<file path="config.mk">
export PLATFORM = sky130hd
export DESIGN_NAME = ubs_port_cfg
export DESIGN_NICKNAME = d
export VERILOG_FILES = /design/src/design/ubs_pkg.sv /design/src/design/ubs_port_cfg.sv
export SDC_FILE = /design/constraint.sdc
export NUM_CORES = 1
export LEC_CHECK = 0
export ABC_AREA = 1
export BUFFER_PORTS_ARGS = -buffer_cell sky130_fd_sc_hd__buf_4
export CORE_UTILIZATION = 43
export DETAILED_ROUTE_END_ITERATION = 6
export GPL_TIMING_DRIVEN = 0
export HOLD_SLACK_MARGIN = 0.06
export PLACE_DENSITY_LB_ADDON = 0.1
export SETUP_SLACK_MARGIN = 0.05
export SKIP_LAST_GASP = 1
export SLEW_MARGIN = 10
export SYNTH_ARGS = -nofsm -noshare
export SYNTH_HDL_FRONTEND = slang
export SYNTH_SLANG_ARGS = --single-unit
</file>
<file path="constraint.sdc">
create_clock -name clk_i -period 1.5 [get_ports clk_i]
set_input_delay 0.15 -clock clk_i [delete_from_list [all_inputs] [get_ports clk_i]]
set_output_delay 0.15 -clock clk_i [all_outputs]
set_load 0.03 [all_outputs]
</file>
<file path="src/design/ubs_pkg.sv">
// ubs_pkg: register map, field layout and reset values of the port drive and swap block
// assumes a classic wishbone slave with 32-bit data, one register per aligned word
`default_nettype none
package ubs_pkg;
  localparam int          ADDR_W          = 8;
  localparam int          DATA_W          = 32;
  localparam int          REG_W           = 8;
  localparam int          LVL_W           = 2;
  localparam int          NUM_DS          = 4;
  // register offsets (byte addresses; indices kept as printed)
  localparam logic [7:0]  UP_BOOST_IDX    = 8'hf6;
  localparam logic [7:0]  DS_BOOST_IDX    = 8'hf8;
  localparam logic [7:0]  PIN_SWAP_IDX    = 8'hfa;
  localparam logic [9:0]  UP_BOOST_ADR    = {UP_BOOST_IDX, 2'b00};
  localparam logic [9:0]  DS_BOOST_ADR    = {DS_BOOST_IDX, 2'b00};
  localparam logic [9:0]  PIN_SWAP_ADR    = {PIN_SWAP_IDX, 2'b00};
  // field positions
  localparam int          UP_LVL_LSB      = 0;
  localparam int          SWAP_UP_BIT     = 0;
  localparam int          SWAP_DS_LSB     = 1;
  // writable masks, reserved bits read zero
  localparam logic [7:0]  UP_BOOST_MASK   = 8'h03;
  localparam logic [7:0]  DS_BOOST_MASK   = 8'hff;
  localparam logic [7:0]  PIN_SWAP_MASK   = 8'h1f;
  // reset values
  localparam logic [7:0]  UP_BOOST_RST    = 8'h00;
  localparam logic [7:0]  DS_BOOST_RST    = 8'h00;
  localparam logic [7:0]  PIN_SWAP_RST    = 8'h00;
  // drive level codes
  typedef enum logic [1:0] {
    UBS_LVL_NONE = 2'h0,
    UBS_LVL_LOW  = 2'h1,
    UBS_LVL_MED  = 2'h2,
    UBS_LVL_HIGH = 2'h3
  } ubs_level_t;
endpackage : ubs_pkg
`default_nettype wire

</file>
<file path="src/design/ubs_port_cfg.sv">
// ubs_port_cfg: drive strength and pair swap configuration registers
// assumes classic wishbone master on clk_i; outputs feed transceivers and pin muxes
//
// Register access over Wishbone was chosen for this implementation.
`default_nettype none
module ubs_port_cfg
  import ubs_pkg::*;
(
  // clock and reset
  input  wire logic                  clk_i,
  input  wire logic                  rst_i,
  // wishbone slave
  input  wire logic                  wb_cyc_i,
  input  wire logic                  wb_stb_i,
  input  wire logic                  wb_we_i,
  input  wire logic [9:0]            wb_adr_i,
  input  wire logic [3:0]            wb_sel_i,
  input  wire logic [DATA_W-1:0]     wb_dat_i,
  output logic      [DATA_W-1:0]     wb_dat_o,
  output logic                       wb_ack_o,
  output logic                       wb_err_o,
  // transceiver drive levels
  output logic [LVL_W-1:0]           upstream_drive_level_o,
  output logic [NUM_DS*LVL_W-1:0]    ds_drive_level_o,
  // pair swap controls
  output logic                       upstream_swap_o,
  output logic [NUM_DS-1:0]          ds_swap_o
);

  // zero padding above the register byte on reads
  localparam int          RD_PAD_W = DATA_W - REG_W;

  // register images
  logic [REG_W-1:0]       up_boost_r;
  logic [REG_W-1:0]       ds_boost_r;
  logic [REG_W-1:0]       pin_swap_r;

  // request qualification
  logic                   req;
  logic                   req_wr;
  logic                   req_rd;
  logic                   lane0_en;

  // register selected by the address
  typedef enum logic [1:0] {
    UBS_SEL_NONE = 2'h0,
    UBS_SEL_UP   = 2'h1,
    UBS_SEL_DS   = 2'h3,
    UBS_SEL_SW   = 2'h2
  } ubs_regsel_t;

  ubs_regsel_t            reg_sel;
  logic                   hit_up;
  logic                   hit_ds;
  logic                   hit_sw;
  logic                   mapped;

  // write strobes and masked data
  logic                   wr_up;
  logic                   wr_ds;
  logic                   wr_sw;
  logic [REG_W-1:0]       wr_byte;
  logic [REG_W-1:0]       up_boost_nxt;
  logic [REG_W-1:0]       ds_boost_nxt;
  logic [REG_W-1:0]       pin_swap_nxt;

  // read path and bus answer
  logic [REG_W-1:0]       rd_nxt;
  logic [DATA_W-1:0]      dat_nxt;
  logic                   ack_nxt;
  logic                   err_nxt;

  // field views
  logic [LVL_W-1:0]       up_level_nxt;
  logic                   up_swap_nxt;
  logic [LVL_W-1:0]       ds_level_nxt [NUM_DS];
  logic [NUM_DS-1:0]      ds_swap_nxt;

  // one answer per request, none while ack or err stands
  always_comb begin
    req = wb_cyc_i && wb_stb_i && !wb_ack_o && !wb_err_o;
  end

  // direction and byte lane of the taken request
  always_comb begin
    req_wr   = req && wb_we_i;
    req_rd   = req && !wb_we_i;
    lane0_en = wb_sel_i[0];
  end

  // address decode on the full byte address
  always_comb begin
    case (wb_adr_i)
      UP_BOOST_ADR: begin
        reg_sel = UBS_SEL_UP;
      end
      DS_BOOST_ADR: begin
        reg_sel = UBS_SEL_DS;
      end
      PIN_SWAP_ADR: begin
        reg_sel = UBS_SEL_SW;
      end
      default: begin
        reg_sel = UBS_SEL_NONE;
      end
    endcase
  end

  // one-hot hits from the selection
  always_comb begin
    hit_up = (reg_sel == UBS_SEL_UP);
    hit_ds = (reg_sel == UBS_SEL_DS);
    hit_sw = (reg_sel == UBS_SEL_SW);
    mapped = (reg_sel != UBS_SEL_NONE);
  end

  // writes need lane 0 and a mapped register
  always_comb begin
    wr_up = req_wr && lane0_en && hit_up;
    wr_ds = req_wr && lane0_en && hit_ds;
    wr_sw = req_wr && lane0_en && hit_sw;
  end

  // lane 0 write byte
  always_comb begin
    wr_byte = wb_dat_i[REG_W-1:0];
  end

  always_comb begin
    up_boost_nxt = wr_byte & UP_BOOST_MASK;
  end

  // downstream byte kept whole
  always_comb begin
    ds_boost_nxt = wr_byte & DS_BOOST_MASK;
  end

  always_comb begin
    pin_swap_nxt = wr_byte & PIN_SWAP_MASK;
  end

  always_ff @(posedge clk_i) begin
    if (rst_i) begin
      up_boost_r <= UP_BOOST_RST;
    end else if (wr_up) begin
      up_boost_r <= up_boost_nxt;
    end
  end

  always_ff @(posedge clk_i) begin
    if (rst_i) begin
      ds_boost_r <= DS_BOOST_RST;
    end else if (wr_ds) begin
      ds_boost_r <= ds_boost_nxt;
    end
  end

  always_ff @(posedge clk_i) begin
    if (rst_i) begin
      pin_swap_r <= PIN_SWAP_RST;
    end else if (wr_sw) begin
      pin_swap_r <= pin_swap_nxt;
    end
  end

  always_comb begin
    rd_nxt = '0;
    case (reg_sel)
      UBS_SEL_UP: begin
        rd_nxt = up_boost_r;
      end
      UBS_SEL_DS: begin
        rd_nxt = ds_boost_r;
      end
      UBS_SEL_SW: begin
        rd_nxt = pin_swap_r;
      end
      default: begin
        rd_nxt = '0;
      end
    endcase
  end

  // ack for a mapped register
  always_comb begin
    ack_nxt = req && mapped;
  end

  // err for an unmapped address
  always_comb begin
    err_nxt = req && !mapped;
  end

  // read data beside ack, zero otherwise
  always_comb begin
    dat_nxt = '0;
    if (req_rd && mapped) begin
      dat_nxt = {{RD_PAD_W{1'b0}}, rd_nxt};
    end
  end

  // ack stands one cycle
  always_ff @(posedge clk_i) begin
    if (rst_i) begin
      wb_ack_o <= 1'b0;
    end else begin
      wb_ack_o <= ack_nxt;
    end
  end

  // err stands one cycle
  always_ff @(posedge clk_i) begin
    if (rst_i) begin
      wb_err_o <= 1'b0;
    end else begin
      wb_err_o <= err_nxt;
    end
  end

  // read data register
  always_ff @(posedge clk_i) begin
    if (rst_i) begin
      wb_dat_o <= '0;
    end else begin
      wb_dat_o <= dat_nxt;
    end
  end

  always_comb begin
    up_level_nxt = up_boost_r[UP_LVL_LSB +: LVL_W];
  end

  always_comb begin
    up_swap_nxt = pin_swap_r[SWAP_UP_BIT];
  end

  always_ff @(posedge clk_i) begin
    if (rst_i) begin
      upstream_drive_level_o <= UBS_LVL_NONE;
    end else begin
      upstream_drive_level_o <= up_level_nxt;
    end
  end

  always_ff @(posedge clk_i) begin
    if (rst_i) begin
      upstream_swap_o <= 1'b0;
    end else begin
      upstream_swap_o <= up_swap_nxt;
    end
  end

  genvar g;
  generate
    for (g = 0; g < NUM_DS; g++) begin : g_port
      always_comb begin
        ds_level_nxt[g] = ds_boost_r[g*LVL_W +: LVL_W];
        ds_swap_nxt[g]  = pin_swap_r[SWAP_DS_LSB + g];
      end

      always_ff @(posedge clk_i) begin
        if (rst_i) begin
          ds_drive_level_o[g*LVL_W +: LVL_W] <= UBS_LVL_NONE;
        end else begin
          ds_drive_level_o[g*LVL_W +: LVL_W] <= ds_level_nxt[g];
        end
      end

      always_ff @(posedge clk_i) begin
        if (rst_i) begin
          ds_swap_o[g] <= 1'b0;
        end else begin
          ds_swap_o[g] <= ds_swap_nxt[g];
        end
      end
    end
  endgenerate

endmodule : ubs_port_cfg
`default_nettype wire

</file>
; Word level (Yosys, flattened, before mapping)
; Index checks and enable logic that the tools add are counted.
; W data, S select, Z words.
[totals]
regBits = 64
[classes]
muxes = 2
n_eq_ne = 6
n_bitwise = 1
reduce_logical = 18
[op_table]
columns = cell, count
row1 = $eq A10 B10 Y1 const B, 3
row2 = $pmux W8 S3, 1
row3 = $logic_and A1 B1 Y1, 12
row4 = $pmux W2 S3, 1
row5 = $eq A2 B2 Y1 const B, 2
row6 = $logic_not A1 Y1, 4
row7 = $eq A2 B1 Y1 const B, 1
row8 = $reduce_bool A2 Y1, 1
row9 = $reduce_or A2 Y1, 1
row10 = $not A1 Y1, 1

; Longest topological paths before layout
; Gate-level depths: netlist (run 1).
[depth]
ltp_word = 7
ltp_mapped = 9
ltp_nobuf = 9

; Least setup slack after synthesis (run 1)
; No wires, ideal clock.
[synth_timing]
kind = register to register
startpoint = reg wb_ack_o
endpoint = reg ds_boost_r[2]
setup_time_ps = 113
path_stages_with_launch = 8
arrival_time_ps = 1135
path_slack_ps = 252
path_cell_list = dfxtp_1 nor2_1 nand3_1 nor2_4 buf_4 nand3b_1 nand2_1 nor2_1
[synth_via]
elab_chain_len = 6
[synth_rtl]
columns = element, line
row1 = start: declaration, ubs_port_cfg.sv:20  ; output logic wb_ack_o,
row2 = start signal: assignment, ubs_port_cfg.sv:207  ; wb_ack_o <= ack_nxt;
row3 = $logic_not A1 Y1, ubs_port_cfg.sv:81  ; req = wb_cyc_i && wb_stb_i && !wb_ack_o && !wb_err_o;
row4 = $logic_and A1 B1 Y1 (2 in series), ubs_port_cfg.sv:81
row5 = $logic_and A1 B1 Y1, ubs_port_cfg.sv:86  ; req_wr = req && wb_we_i;
row6 = $logic_and A1 B1 Y1 (2 in series), ubs_port_cfg.sv:120  ; wr_ds = req_wr && lane0_en && hit_ds;
row7 = end signal: assignment, ubs_port_cfg.sv:154  ; ds_boost_r <= ds_boost_nxt;
row8 = end: declaration, ubs_port_cfg.sv:35  ; logic [REG_W-1:0] ds_boost_r;
; No other way between the ends.
; A chain may end at the register's enable or synchronous reset.

; Worst setup path in the final report (run 1)
[layout_timing]
startpoint = reg wb_ack_o
endpoint = reg pin_swap_r[1]
[layout_via]
elab_chain_len = 6
[layout_rtl]
columns = element, line
row1 = $logic_not A1 Y1, ubs_port_cfg.sv:81
row2 = $logic_and A1 B1 Y1 (2 in series), ubs_port_cfg.sv:81
row3 = $logic_and A1 B1 Y1, ubs_port_cfg.sv:86
row4 = $logic_and A1 B1 Y1 (2 in series), ubs_port_cfg.sv:121  ; wr_sw = req_wr && lane0_en && hit_sw;
row5 = end signal: assignment, ubs_port_cfg.sv:162  ; pin_swap_r <= pin_swap_nxt;
row6 = end: declaration, ubs_port_cfg.sv:36  ; logic [REG_W-1:0] pin_swap_r;
; No other way between the ends.

==> summary.log, run 1 <==
[finish] most frequent standard cell in the layout excluding fill and tap cells sky130_fd_sc_hd__buf_4
[finish] count of filler cells inserted in the layout 361
[sta] time the final worst path needs with I/O delays and setup 1.27 ns
[clock_network] CTS-repair resized insts 0
[placement] half-perimeter wire length of the detailed placement result 2670 um
[clock_network] clock tree sinks 40
[finish] Non-Filler Cell Area, Final 2330 um2
[placement] Final Wtd Congestion 0.790
[global_route] total global routing overflow 0
[sta] share of the clock period used by the worst path 85.0%
[setup_path] CP Data Arrival Time 1.43 ns
[synth] number of standard cells after synthesis 228
[setup_path] kind of end point of the critical path flip-flop
[drt] WL per Instance 9.39 um
[drt] post-route DRC violation count 0
[status] outcome complete, no violations
[clock_network] count of H-tree levels built during CTS 2
[synth] largest family of logic cells by synthesized area simple AND/OR/NAND/NOR gates
[setup_path] slowest stage cell on the critical path sky130_fd_sc_hd__dfxtp_1
[clock_network] cts bufs inserted 5
[clock_network] Max Buffers Root-to-Sink 2
[power] worst-case vdd ir drop 0.325 mV
[sta] Final Setup Violations 0
[sta] count of pins over their slew limit 0
[power] Total Power Consumption 1.97 mW
[placement] post-place instance area 2240 um2
[clock_network] clock latency of the later-clocked register in the worst-skew pair 0.29 ns
[sta] Highest Clock Rate 785 MHz
[setup_path] data required time at the worst endpoint 1.66 ns
[finish] layout net count 358
[sta] Worst Skew 0.00502 ns
[setup_path] Critical Path, Cell by Cell nor2_1, nand3_1, nor2_4, nand3_1, nand2_1, a21oi_1
[synth] register bit total from synthesis 40
[setup_path] critical path class reg -> reg
[synth] Compound-Gate Fraction of Synth Area 3.17%
[synth] number of library cell types mapped by synthesis 22
[setup_path] maximum cell stage delay along the critical path 0.32 ns
[synth] post-synthesis simple-gate area fraction 32.7%
[drt] per-cell via count in the routed design 4.21
[global_route] via count of the first global-routing pass 1,260
[global_route] Global Route Usage Sum 17.3%
[die] Top Ports 100
[setup_path] maximum fanout along the worst path 5
[sta] final hold vios 0
[finish] Register Area 801 um2
[die] die height 65.5 um
[synth] xor and xnor fraction of the mapped netlist area 0%
[sta] final-layout setup total negative slack 0 ns
[drt] DR vias 1,496
[sta] setup repair after global routing missed its margin no
[synth] Post-Synthesis Cell Area 1740 um2
[finish] highest-count cells in the layout ignoring fill and taps sky130_fd_sc_hd__buf_4 (74), sky130_fd_sc_hd__nor2_1 (47), sky130_fd_sc_hd__dfxtp_1 (40)
[synth] multiplexer share of the synthesized area 0%
[worst_hold_path] type of the worst min-delay path in -> reg
[die] Initial Util 46.0%
[die] die outline area 4290 um2
[power] Power per Cell Area 846 nW/um2
[run] maxcap violations 0
[drt] Routed WL 3330 um
[placement] count of buffers inserted at the top-level ports 48
[synth] Seq/Total Area, Yosys 46.1%
[clock_network] clock tree from TritonCTS built
[setup_path] critical path's most frequent cell sky130_fd_sc_hd__nand3_1
[global_route] wire length of the first global-routing pass 5520 um
[die] row count 22
[global_route] largest net degree at the start of global routing 12
[finish] core utilization of the finished layout 61.7%
[finish] layout cell share with drive strength beyond 1 29.6%
[finish] area growth from synthesis to final layout 34.1%
[synth] adder and majority gate portion of the synthesized area 0%
[clock_network] number of buffers inserted by hold repair at cts 0
[die] Core Footprint 3770 um2
[finish] n_diodes 0
[setup_path] internal reg-to-reg setup slack 0.23 ns
[clock_network] cell chosen for the clock root sky130_fd_sc_hd__clkbuf_8
[drt] number of nets still failing antenna checks after routing 0
[drt] number of violations reported at the end of detailed-routing iteration 0 57
[setup_path] element type at the critical path start flip-flop
[power] Leakage Power 1.14 nW
[drt] length of the first detailed-routing pass in iterations 4
[finish] multi-input combinational cell area 713 um2
[die] horizontal die dimension 65.5 um
[synth] number of synthesis warnings 0
[global_route] antenna violations before repair 0
[synth] synthesized area per cell 7.61 um2
[clock_network] Clk pin slew, worst setup/hold paths 0.07 ns
[worst max-delay path: cells and delay by family (launching register included)]
kind / cells / cell delay (ns)
AOI/OAI and AO/OA: 1 / 0.06
and+or+nand+nor: 5 / 0.77
DFF: 1 / 0.32
[cell type report]
class	count	share of cell area [%]
flip-flops and latches	40	34.4
repair buffers	49	15.8
plain buffers	27	8.39
clock inverters	1	0.215
inverters	30	4.84
well taps	48	2.58
clock buffers	6	3.12
multi-input cells	154	30.6
[what timing repair did]
| action | in CTS | in global routing |
|---|---|---|
| buffers inserted | 0 | 1 |
| setup endpoints to repair | 0 | 2 |
| hold endpoints to repair | 0 | 0 |
[flip-flops by register name, summed over array words and instances, names as in the netlist]
signal and cells:
wb_ack_o 1, upstream_drive_level_o 2, pin_swap_r 5, wb_dat_o 8
upstream_swap_o 1, ds_drive_level_o 8, ds_boost_r 8, wb_err_o 1
up_boost_r 2, ds_swap_o 4
[routing by layer]
layer  up-vias  wire length, um  GRT usage [%]
li1        811                -              -
met1       626             1540           21.0
met2        54             1510           29.4
met3         5              241           4.69
met4         0               51           5.71
met5         -                0              0
[cells in the mapped netlist]
library cell,instances,area share [%]
sky130_fd_sc_hd__nand4_1,7,2.5
sky130_fd_sc_hd__nor2_8,1,1.2
sky130_fd_sc_hd__a21oi_1,9,2.6
sky130_fd_sc_hd__clkinv_1,1,0.22
sky130_fd_sc_hd__nand3b_1,6,2.6
sky130_fd_sc_hd__buf_4,25,11
sky130_fd_sc_hd__clkbuf_1,2,0.43
sky130_fd_sc_hd__inv_1,27,5.8
sky130_fd_sc_hd__nand3_4,1,1.0
sky130_fd_sc_hd__dfxtp_1,40,46
sky130_fd_sc_hd__inv_2,2,0.43
sky130_fd_sc_hd__nor3_1,8,2.3
sky130_fd_sc_hd__nand3_2,1,0.58
sky130_fd_sc_hd__nand2_2,1,0.36
sky130_fd_sc_hd__nor2_1,47,10
sky130_fd_sc_hd__nor2_2,3,1.1
sky130_fd_sc_hd__nor2_4,1,0.65
sky130_fd_sc_hd__o21ai_0,2,0.58
sky130_fd_sc_hd__nand2_4,1,0.65
sky130_fd_sc_hd__nand3_1,8,2.3
sky130_fd_sc_hd__conb_1,1,0.22
sky130_fd_sc_hd__nand2_1,34,7.4
[worst paths after layout]
kind	cells past startpoint	to	from
worst max register to register	6	pin_swap_r[1]	wb_ack_o
worst min register to register	2	ds_swap_o[2]	pin_swap_r[3]
worst max-delay path	6	pin_swap_r[1]	wb_ack_o
worst min-delay path	3	up_boost_r[0]	wb_dat_i[0]
[power by group]
group	switching (mW)	total, mW	internal (mW)
logic	0.149	0.247	0.0986
registers	0.000485	1.06	1.06
clock network	0.343	0.659	0.316
total	0.492	1.97	1.48
[cell families after synthesis]
kind of cell | count (synthesis)
and+or+nand+nor | 119
other | 1
AOI/OAI and AO/OA | 11
buffers and inverters | 57
DFF | 40
[per-stage QoR]
step                      hold slack, ns  instances  setup WS, ns
after floorplan                    0.292        251         0.252
after global placement             0.418        347         0.145
final                              0.117        355         0.226
after global routing               0.134        355        0.0522
after CTS                          0.117        354         0.214
after detailed placement           0.416        347         0.123
(Power assumes the default switching activity.)
==> run 2: changes to the inputs <==
ABC_AREA = 0   (was 1)
CORE_UTILIZATION = 38   (was 43)
clock period = 1 ns   (was 1.5 ns; I/O delays follow)
==> summary.log, run 2 <==
[sta] count of pins over their slew limit 0 [unchanged]
[synth] Compound-Gate Fraction of Synth Area 2.46% [-0.71 points]
[worst_hold_path] number of cells on the worst hold path 3 [unchanged]
[power] clock power share 36.2% [+2.7 points]
[status] violated checks negative setup slack
[finish] layout net count 293 [-18%]
[setup_path] CP Data Arrival Time 1.72 ns [+0.29 ns]
[synth] most used standard cells in the synthesized netlist sky130_fd_sc_hd__dfxtp_1 (40), sky130_fd_sc_hd__buf_4 (24), sky130_fd_sc_hd__nand2b_1 (16)
[power] switch share 23.0% [-2.0 points]
[synth] asr flop ratio synth 0% [unchanged]
[placement] Final Wtd Congestion 0.741 [-6.2%]
[power] NetSw 0.711 mW [+44%]
[setup_path] critical path class reg -> reg
[synth] biggest area contributors in the synthesized netlist sky130_fd_sc_hd__dfxtp_1 (49%), sky130_fd_sc_hd__buf_4 (11%), sky130_fd_sc_hd__mux2i_1 (9.2%), sky130_fd_sc_hd__nand2b_1 (6.2%), sky130_fd_sc_hd__inv_1 (2.5%)
[setup_path] buffers plus inverters on the worst setup path 2 [+2]
[sta] share of the clock period used by the worst path 154% [+69 points]
[power] Power per Cell Area 1280 nW/um2 [+51%]
[synth] Yosys top cell by area sky130_fd_sc_hd__dfxtp_1
[clock_network] cts bufs inserted 5 [unchanged]
[clock_network] clock latency of the later-clocked register in the worst-skew pair 0.28 ns [about the same]
[synth] largest family of logic cells by synthesized area simple AND/OR/NAND/NOR gates
[finish] layout cell share with drive strength beyond 1 47.9% [+18 points]
[setup_path] slowest stage cell on the critical path sky130_fd_sc_hd__dfxtp_4
[setup_path] data required time at the worst endpoint 1.17 ns [-0.49 ns]
[worst_hold_path] type of the worst min-delay path in -> reg
[clock_network] clock tree sinks 40 [unchanged]
[global_route] total global routing overflow 0 [unchanged]
[die] die height 67.4 um [+2.9%]
[global_route] antenna violations before repair 0 [unchanged]
[status] outcome finished, violations left
[synth] most used flip-flop cell after synthesis sky130_fd_sc_hd__dfxtp_1
[finish] most frequent standard cell in the layout excluding fill and tap cells sky130_fd_sc_hd__buf_4
[synth] Synth top area share 49.3% [+3.1 points]
[synth] number of library cell types mapped by synthesis 29 [+32%]
[setup_path] kind of end point of the critical path flip-flop
[drt] post-route DRC violation count 0 [unchanged]
[finish] highest-count cells in the layout ignoring fill and taps sky130_fd_sc_hd__buf_4 (77), sky130_fd_sc_hd__dfxtp_1 (38), sky130_fd_sc_hd__conb_1 (24)
[finish] largest registers ds_boost_r x8, ds_drive_level_o x8, wb_dat_o x8
[run] maxcap violations 0 [unchanged]
[clock_network] clock tree from TritonCTS built
[drt] number of violations reported at the end of detailed-routing iteration 0 33 [-42%]
[synth] Post-Synthesis Cell Area 1630 um2 [-6.3%]
[sta] time the final worst path needs with I/O delays and setup 1.54 ns [+0.268 ns]
[synth] number of flops mapped to enable cells by yosys 0 [unchanged]
[synth] Seq/Total Area, Yosys 49.3% [+3.1 points]
[power] Total Power Consumption 3.09 mW [+57%]
[finish] count of filler cells inserted in the layout 350 [-3.0%]
[drt] length of the first detailed-routing pass in iterations 4 [unchanged]
[setup_path] maximum cell stage delay along the critical path 0.34 ns [+0.02 ns]
[die] Top Ports 100 [unchanged]
[sta] Final Setup Violations 25 [+25]
[power] worst-case vdd ir drop 0.853 mV [+160%]
[setup_path] Levels on crit path 6 [unchanged]
[setup_path] R2R cell count 6 [unchanged]
[power] cell-internal power 2.38 mW [+61%]
[drt] WL per Instance 11.1 um [+19%]
[clock_network] cell chosen for the clock root sky130_fd_sc_hd__clkbuf_8
[finish] post-route non-filler standard cell count 292 [-18%]
[global_route] wire length of the first global-routing pass 5120 um [-7.3%]
[die] row count 23 [+4.5%]
[clock_network] count of H-tree levels built during CTS 2 [unchanged]
[drt] number of nets still failing antenna checks after routing 0 [unchanged]
[sta] smallest setup slack after layout -0.543 ns [-0.768 ns]
[sta] Final Hold Slack 0.0897 ns [-0.0273 ns]
[placement] count of buffers inserted at the top-level ports 48 [unchanged]
[setup_path] maximum fanout along the worst path 6 [+1]
[setup_path] critical path's most frequent cell sky130_fd_sc_hd__buf_6
[sta] Highest Clock Rate 648 MHz [-17%]
[synth] register bit total from synthesis 40 [unchanged]
[synth] multiplexer share of the synthesized area 11.3% [+11 points]
[setup_path] Critical Path, Cell by Cell and4bb_2, buf_6, nand2_4, nor4_4, buf_6, mux2_4
[die] horizontal die dimension 67.4 um [+2.9%]
[power] fraction of power consumed by sequential logic 51.6% [-2.4 points]
[drt] per-cell via count in the routed design 4.22 [about the same]
[sta] final hold vios 0 [unchanged]
[synth] number of standard cells after synthesis 155 [-32%]
[power] Leakage Power 1.24 nW [+8.9%]
[die] die outline area 4540 um2 [+5.8%]
[die] Core Footprint 4060 um2 [+7.6%]
[finish] area growth from synthesis to final layout 48.4%
[die] Initial Util 40.1% [-6.0 points]
[synth] xor and xnor fraction of the mapped netlist area 0% [unchanged]
[global_route] Global Route Usage Sum 15.4% [-1.9 points]
[setup_path] category of cells accounting for the largest share of critical-path delay simple AND/OR/NAND/NOR gates
[global_route] largest net degree at the start of global routing 12 [unchanged]
[setup_path] element type at the critical path start flip-flop
[drt] Routed WL 3250 um [-2.5%]
[sta] Worst Skew 0.00578 ns [+0.000764 ns]
[clock_network] Clk pin slew, worst setup/hold paths 0.07 ns [about the same]
[drt] DR vias 1,231 [-18%]
[clock_network] Max Buffers Root-to-Sink 2 [unchanged]
[placement] half-perimeter wire length of the detailed placement result 2390 um [-10%]
[synth] number of synthesis warnings 0 [unchanged]
[placement] pre-CTS setup slack -0.870 ns [-0.993 ns]
[synth] post-synthesis simple-gate area fraction 22.1% [-11 points]
[global_route] via count of the first global-routing pass 1,224 [-2.9%]
[power] combinational cell fraction of total power 12.3% [-0.3 points]
[placement] cell total after placement 276 [-20%]
[synth] synthesized area per cell 10.5 um2 [+38%]
[finish] n_diodes 0 [unchanged]
[synth] adder and majority gate portion of the synthesized area 0% [unchanged]
[sta] setup repair after global routing missed its margin yes
[synth] dominant cell by count in the synthesized netlist sky130_fd_sc_hd__dfxtp_1
[sta] final-layout setup total negative slack -11.13 ns [-11.13 ns]
-- run 2: cell count changes in the layout (fill, tap and decap cells not counted), sizes merged, moves of 10 or more --
| cell | change |
|---|---|
| inv | -18 |
| mux2i | +15 |
| nand2 | -34 |
| nand2b | +17 |
| nand3 | -10 |
| nor2 | -44 |
-- run 2: area by class of cell --
cell class	instances	area [um2]	share of cell area [%]
buffer	28	210	8.71
clock buffer	7	96.3	3.99
inverter	11	41.3	1.71
multi-input combinational	99	751	31.1
sequential	40	806	33.4
tap	50	62.6	2.59
timing repair buffer	57	445	18.5
-- run 2: metrics by stage --
stage               utilization, %  area [um2]
floorplan                        -        1750
global placement              53.7        2180
detailed placement            53.7        2180
CTS                           58.9        2390
global route                  59.5        2410
finish                        59.5        2410
-- run 2: worst paths after layout --
kind                     end           from  slack [ns]
min              wb_dat_o[1]        wb_we_i        0.09
max            ds_boost_r[7]       wb_err_o       -0.54
min reg2reg  upstream_swap_o  pin_swap_r[0]        0.47
max reg2reg    ds_boost_r[7]       wb_err_o       -0.54
-- run 2: timing repair --
item,CTS,global route
gates resized for setup,12,6
hold buffers,1,0
hold endpoints to repair,2,0
setup endpoints to repair,25,25
setup buffers,7,2
pin swaps,4,4
cloned,0,0
-- run 2: cell families after synthesis --
group                  Yosys count
other                            1
multiplexers                    18
flip-flops                      40
AO/OA/AOI/OAI                    7
AND/OR/NAND/NOR                 50
buffers and inverters           39
-- run 2: tightest hold or removal path, cell delays in order --
cell	delay [ns]
sky130_fd_sc_hd__buf_4	0.09
sky130_fd_sc_hd__or3_4	0.12
sky130_fd_sc_hd__nor2_2	0.03
-- run 2: metal layers --
layer | global-route usage, % | routed length [um] | vias to the layer above
met5 | 0 | 0 | -
met4 | 5.59 | 48 | 0
met3 | 5.24 | 273 | 5
met2 | 29.1 | 1670 | 56
met1 | 15.4 | 1260 | 545
li1 | - | - | 625
-- run 2: power by group through the flow --
stage	combinational [mW]	clock, mW	sequential [mW]
floorplan	0.259	0	1.63
CTS	0.369	1.15	1.59
detailed placement	0.357	0	1.63
global route	0.405	1.20	1.59
global placement	0.354	0	1.63
finish	0.379	1.12	1.59
==> run 3: changes to the inputs <==
RECOVER_POWER = 100   (was unset)
==> summary.log, run 3 (synthesized netlist as in run 2, its figures left out) <==
[status] outcome finished, violations left
[status] violated checks negative setup slack
[power] Power per Cell Area 1310 nW/um2 [+2.6%]
[setup_path] critical path class reg -> reg
[drt] WL per Instance 11.1 um [-0.55%]
[global_route] total global routing overflow 0 [unchanged]
[finish] area growth from synthesis to final layout 44.5%
[sta] share of the clock period used by the worst path 154% [about the same]
[die] die outline area 4540 um2 [unchanged]
[power] combinational cell fraction of total power 12.2% [about the same]
[die] horizontal die dimension 67.4 um [unchanged]
[die] Top Ports 100 [unchanged]
[setup_path] Critical Path, Cell by Cell and4bb_2, buf_6, nand2_4, nor4_4, buf_6, mux2_4
[sta] Final Setup Violations 25 [unchanged]
[placement] half-perimeter wire length of the detailed placement result 2390 um [unchanged]
[finish] Register Area 806 um2 [unchanged]
[finish] multi-input combinational cell area 751 um2 [unchanged]
[finish] highest-count cells in the layout ignoring fill and taps sky130_fd_sc_hd__buf_4 (52), sky130_fd_sc_hd__dfxtp_1 (38), sky130_fd_sc_hd__conb_1 (24), sky130_fd_sc_hd__clkbuf_2 (24), sky130_fd_sc_hd__nand2b_1 (16)
[sta] Worst Skew 0.00588 ns [+0.0000971 ns]
[finish] n_diodes 0 [unchanged]
[power] clock power share 36.2% [about the same]
[placement] count of buffers inserted at the top-level ports 48 [unchanged]
[setup_path] slowest stage cell on the critical path sky130_fd_sc_hd__dfxtp_4
[sta] smallest setup slack after layout -0.542 ns [+0.000838 ns]
[clock_network] cts bufs inserted 5 [unchanged]
[die] Core Footprint 4060 um2 [unchanged]
[power] Leakage Power 1.21 nW [-1.9%]
[clock_network] cell chosen for the clock root sky130_fd_sc_hd__clkbuf_8
[setup_path] R2R cell count 6 [unchanged]
[placement] post-place instance area 2180 um2 [unchanged]
[sta] setup repair after global routing missed its margin yes
[global_route] antenna violations before repair 0 [unchanged]
[sta] final hold vios 0 [unchanged]
[finish] most frequent standard cell in the layout excluding fill and tap cells sky130_fd_sc_hd__buf_4
[drt] number of nets still failing antenna checks after routing 0 [unchanged]
[clock_network] count of H-tree levels built during CTS 2 [unchanged]
[power] worst-case vdd ir drop 0.851 mV [-0.28%]
[placement] Final Wtd Congestion 0.741 [unchanged]
[drt] number of violations reported at the end of detailed-routing iteration 0 36 [+9.1%]
[drt] length of the first detailed-routing pass in iterations 4 [unchanged]
[global_route] largest net degree at the start of global routing 12 [unchanged]
[global_route] Global Route Usage Sum 15.4% [unchanged]
[sta] Highest Clock Rate 649 MHz [about the same]
[global_route] wire length of the first global-routing pass 5120 um [unchanged]
[sta] count of pins over their slew limit 0 [unchanged]
[setup_path] maximum cell stage delay along the critical path 0.34 ns [about the same]
[drt] Routed WL 3230 um [-0.55%]
[drt] post-route DRC violation count 0 [unchanged]
[finish] Non-Filler Cell Area, Final 2350 um2 [-2.6%]
[finish] count of filler cells inserted in the layout 362 [+3.4%]
[clock_network] Clk pin slew, worst setup/hold paths 0.07 ns [about the same]
[finish] layout net count 293 [unchanged]
[die] die height 67.4 um [unchanged]
[run] maxcap violations 0 [unchanged]
[power] cell-internal power 2.38 mW [about the same]
[drt] DR vias 1,234 [+0.24%]
[worst_hold_path] number of cells on the worst hold path 3 [unchanged]
[global_route] via count of the first global-routing pass 1,224 [unchanged]
[drt] per-cell via count in the routed design 4.23 [+0.24%]
[power] Total Power Consumption 3.09 mW [about the same]
[clock_network] clock tree from TritonCTS built
[die] row count 23 [unchanged]
[finish] post-route non-filler standard cell count 292 [unchanged]
[power] switch share 23.0% [about the same]
[setup_path] kind of end point of the critical path flip-flop
[setup_path] element type at the critical path start flip-flop
[placement] cell total after placement 276 [unchanged]
[clock_network] clock latency of the later-clocked register in the worst-skew pair 0.28 ns [about the same]
[setup_path] maximum fanout along the worst path 6 [unchanged]
[setup_path] CP Data Arrival Time 1.72 ns [about the same]
[sta] time the final worst path needs with I/O delays and setup 1.54 ns [-0.000838 ns]
[power] fraction of power consumed by sequential logic 51.6% [about the same]
[sta] Final Hold Slack 0.0895 ns [-0.000175 ns]
[clock_network] clock tree sinks 40 [unchanged]
[power] NetSw 0.710 mW [-0.15%]
[finish] largest registers ds_boost_r x8, ds_drive_level_o x8, wb_dat_o x8
[setup_path] critical path's most frequent cell sky130_fd_sc_hd__buf_6
[finish] layout cell share with drive strength beyond 1 47.5% [-0.41 points]
[die] Initial Util 40.1% [unchanged]
[clock_network] Max Buffers Root-to-Sink 2 [unchanged]
[sta] final-layout setup total negative slack -11.14 ns [-0.00750 ns]
[worst_hold_path] type of the worst min-delay path in -> reg
[setup_path] data required time at the worst endpoint 1.17 ns [about the same]
-- run 3: path summary, 6_finish.rpt --
kind / start / end / slack [ns]
hold reg to reg: pin_swap_r[0] / upstream_swap_o / 0.47
hold / removal: wb_we_i / wb_dat_o[1] / 0.09
setup reg to reg: wb_err_o / ds_boost_r[7] / -0.54
setup / recovery: wb_err_o / ds_boost_r[7] / -0.54
-- run 3: stage by stage --
step	setup slack [ns]	util, %
finish	-0.542	57.9
global placement	-0.846	53.7
CTS	-0.612	58.9
global route	-0.624	57.9
floorplan	-0.680	-
detailed placement	-0.870	53.7
-- run 3: area by class of cell --
cell class / instances / share of cell area [%]
timing repair buffer: 57 / 16.2
inverter: 11 / 1.76
clock buffer: 7 / 4.10
tap: 50 / 2.66
sequential: 40 / 34.3
buffer: 28 / 8.95
multi-input combinational: 99 / 32.0
-- run 3: what timing repair did --
| item | CTS | global route |
|---|---|---|
| endpoints found under the setup margin | 25 | 25 |
| resized for setup | 12 | 6 |
| hold buffers | 1 | 0 |
| buffers inserted | 7 | 2 |
| hold endpoints to repair | 2 | 0 |
| pin swaps | 4 | 4 |
-- run 3: routing by layer --
layer	global-route usage, %	wire (um)	vias to the layer above
met1	15.4	1260	548
li1	-	-	625
met5	0	0	-
met3	5.24	264	5
met2	29.1	1660	56
met4	5.59	48	0
-- run 3: power groups by stage --
stage               clock (mW)  sequential (mW)  combinational, mW
floorplan                    0             1.63              0.259
global placement             0             1.63              0.354
detailed placement           0             1.63              0.357
CTS                       1.15             1.59              0.369
global route              1.20             1.59              0.403
finish                    1.12             1.59              0.377
-- run 3: worst max-delay path, delay by kind of cell (launching register included) --
| kind | cells | cell delay [ns] |
|---|---|---|
| DFF | 1 | 0.34 |
| buffers and inverters | 2 | 0.28 |
| muxes | 1 | 0.30 |
| and+or+nand+nor | 3 | 0.51 |
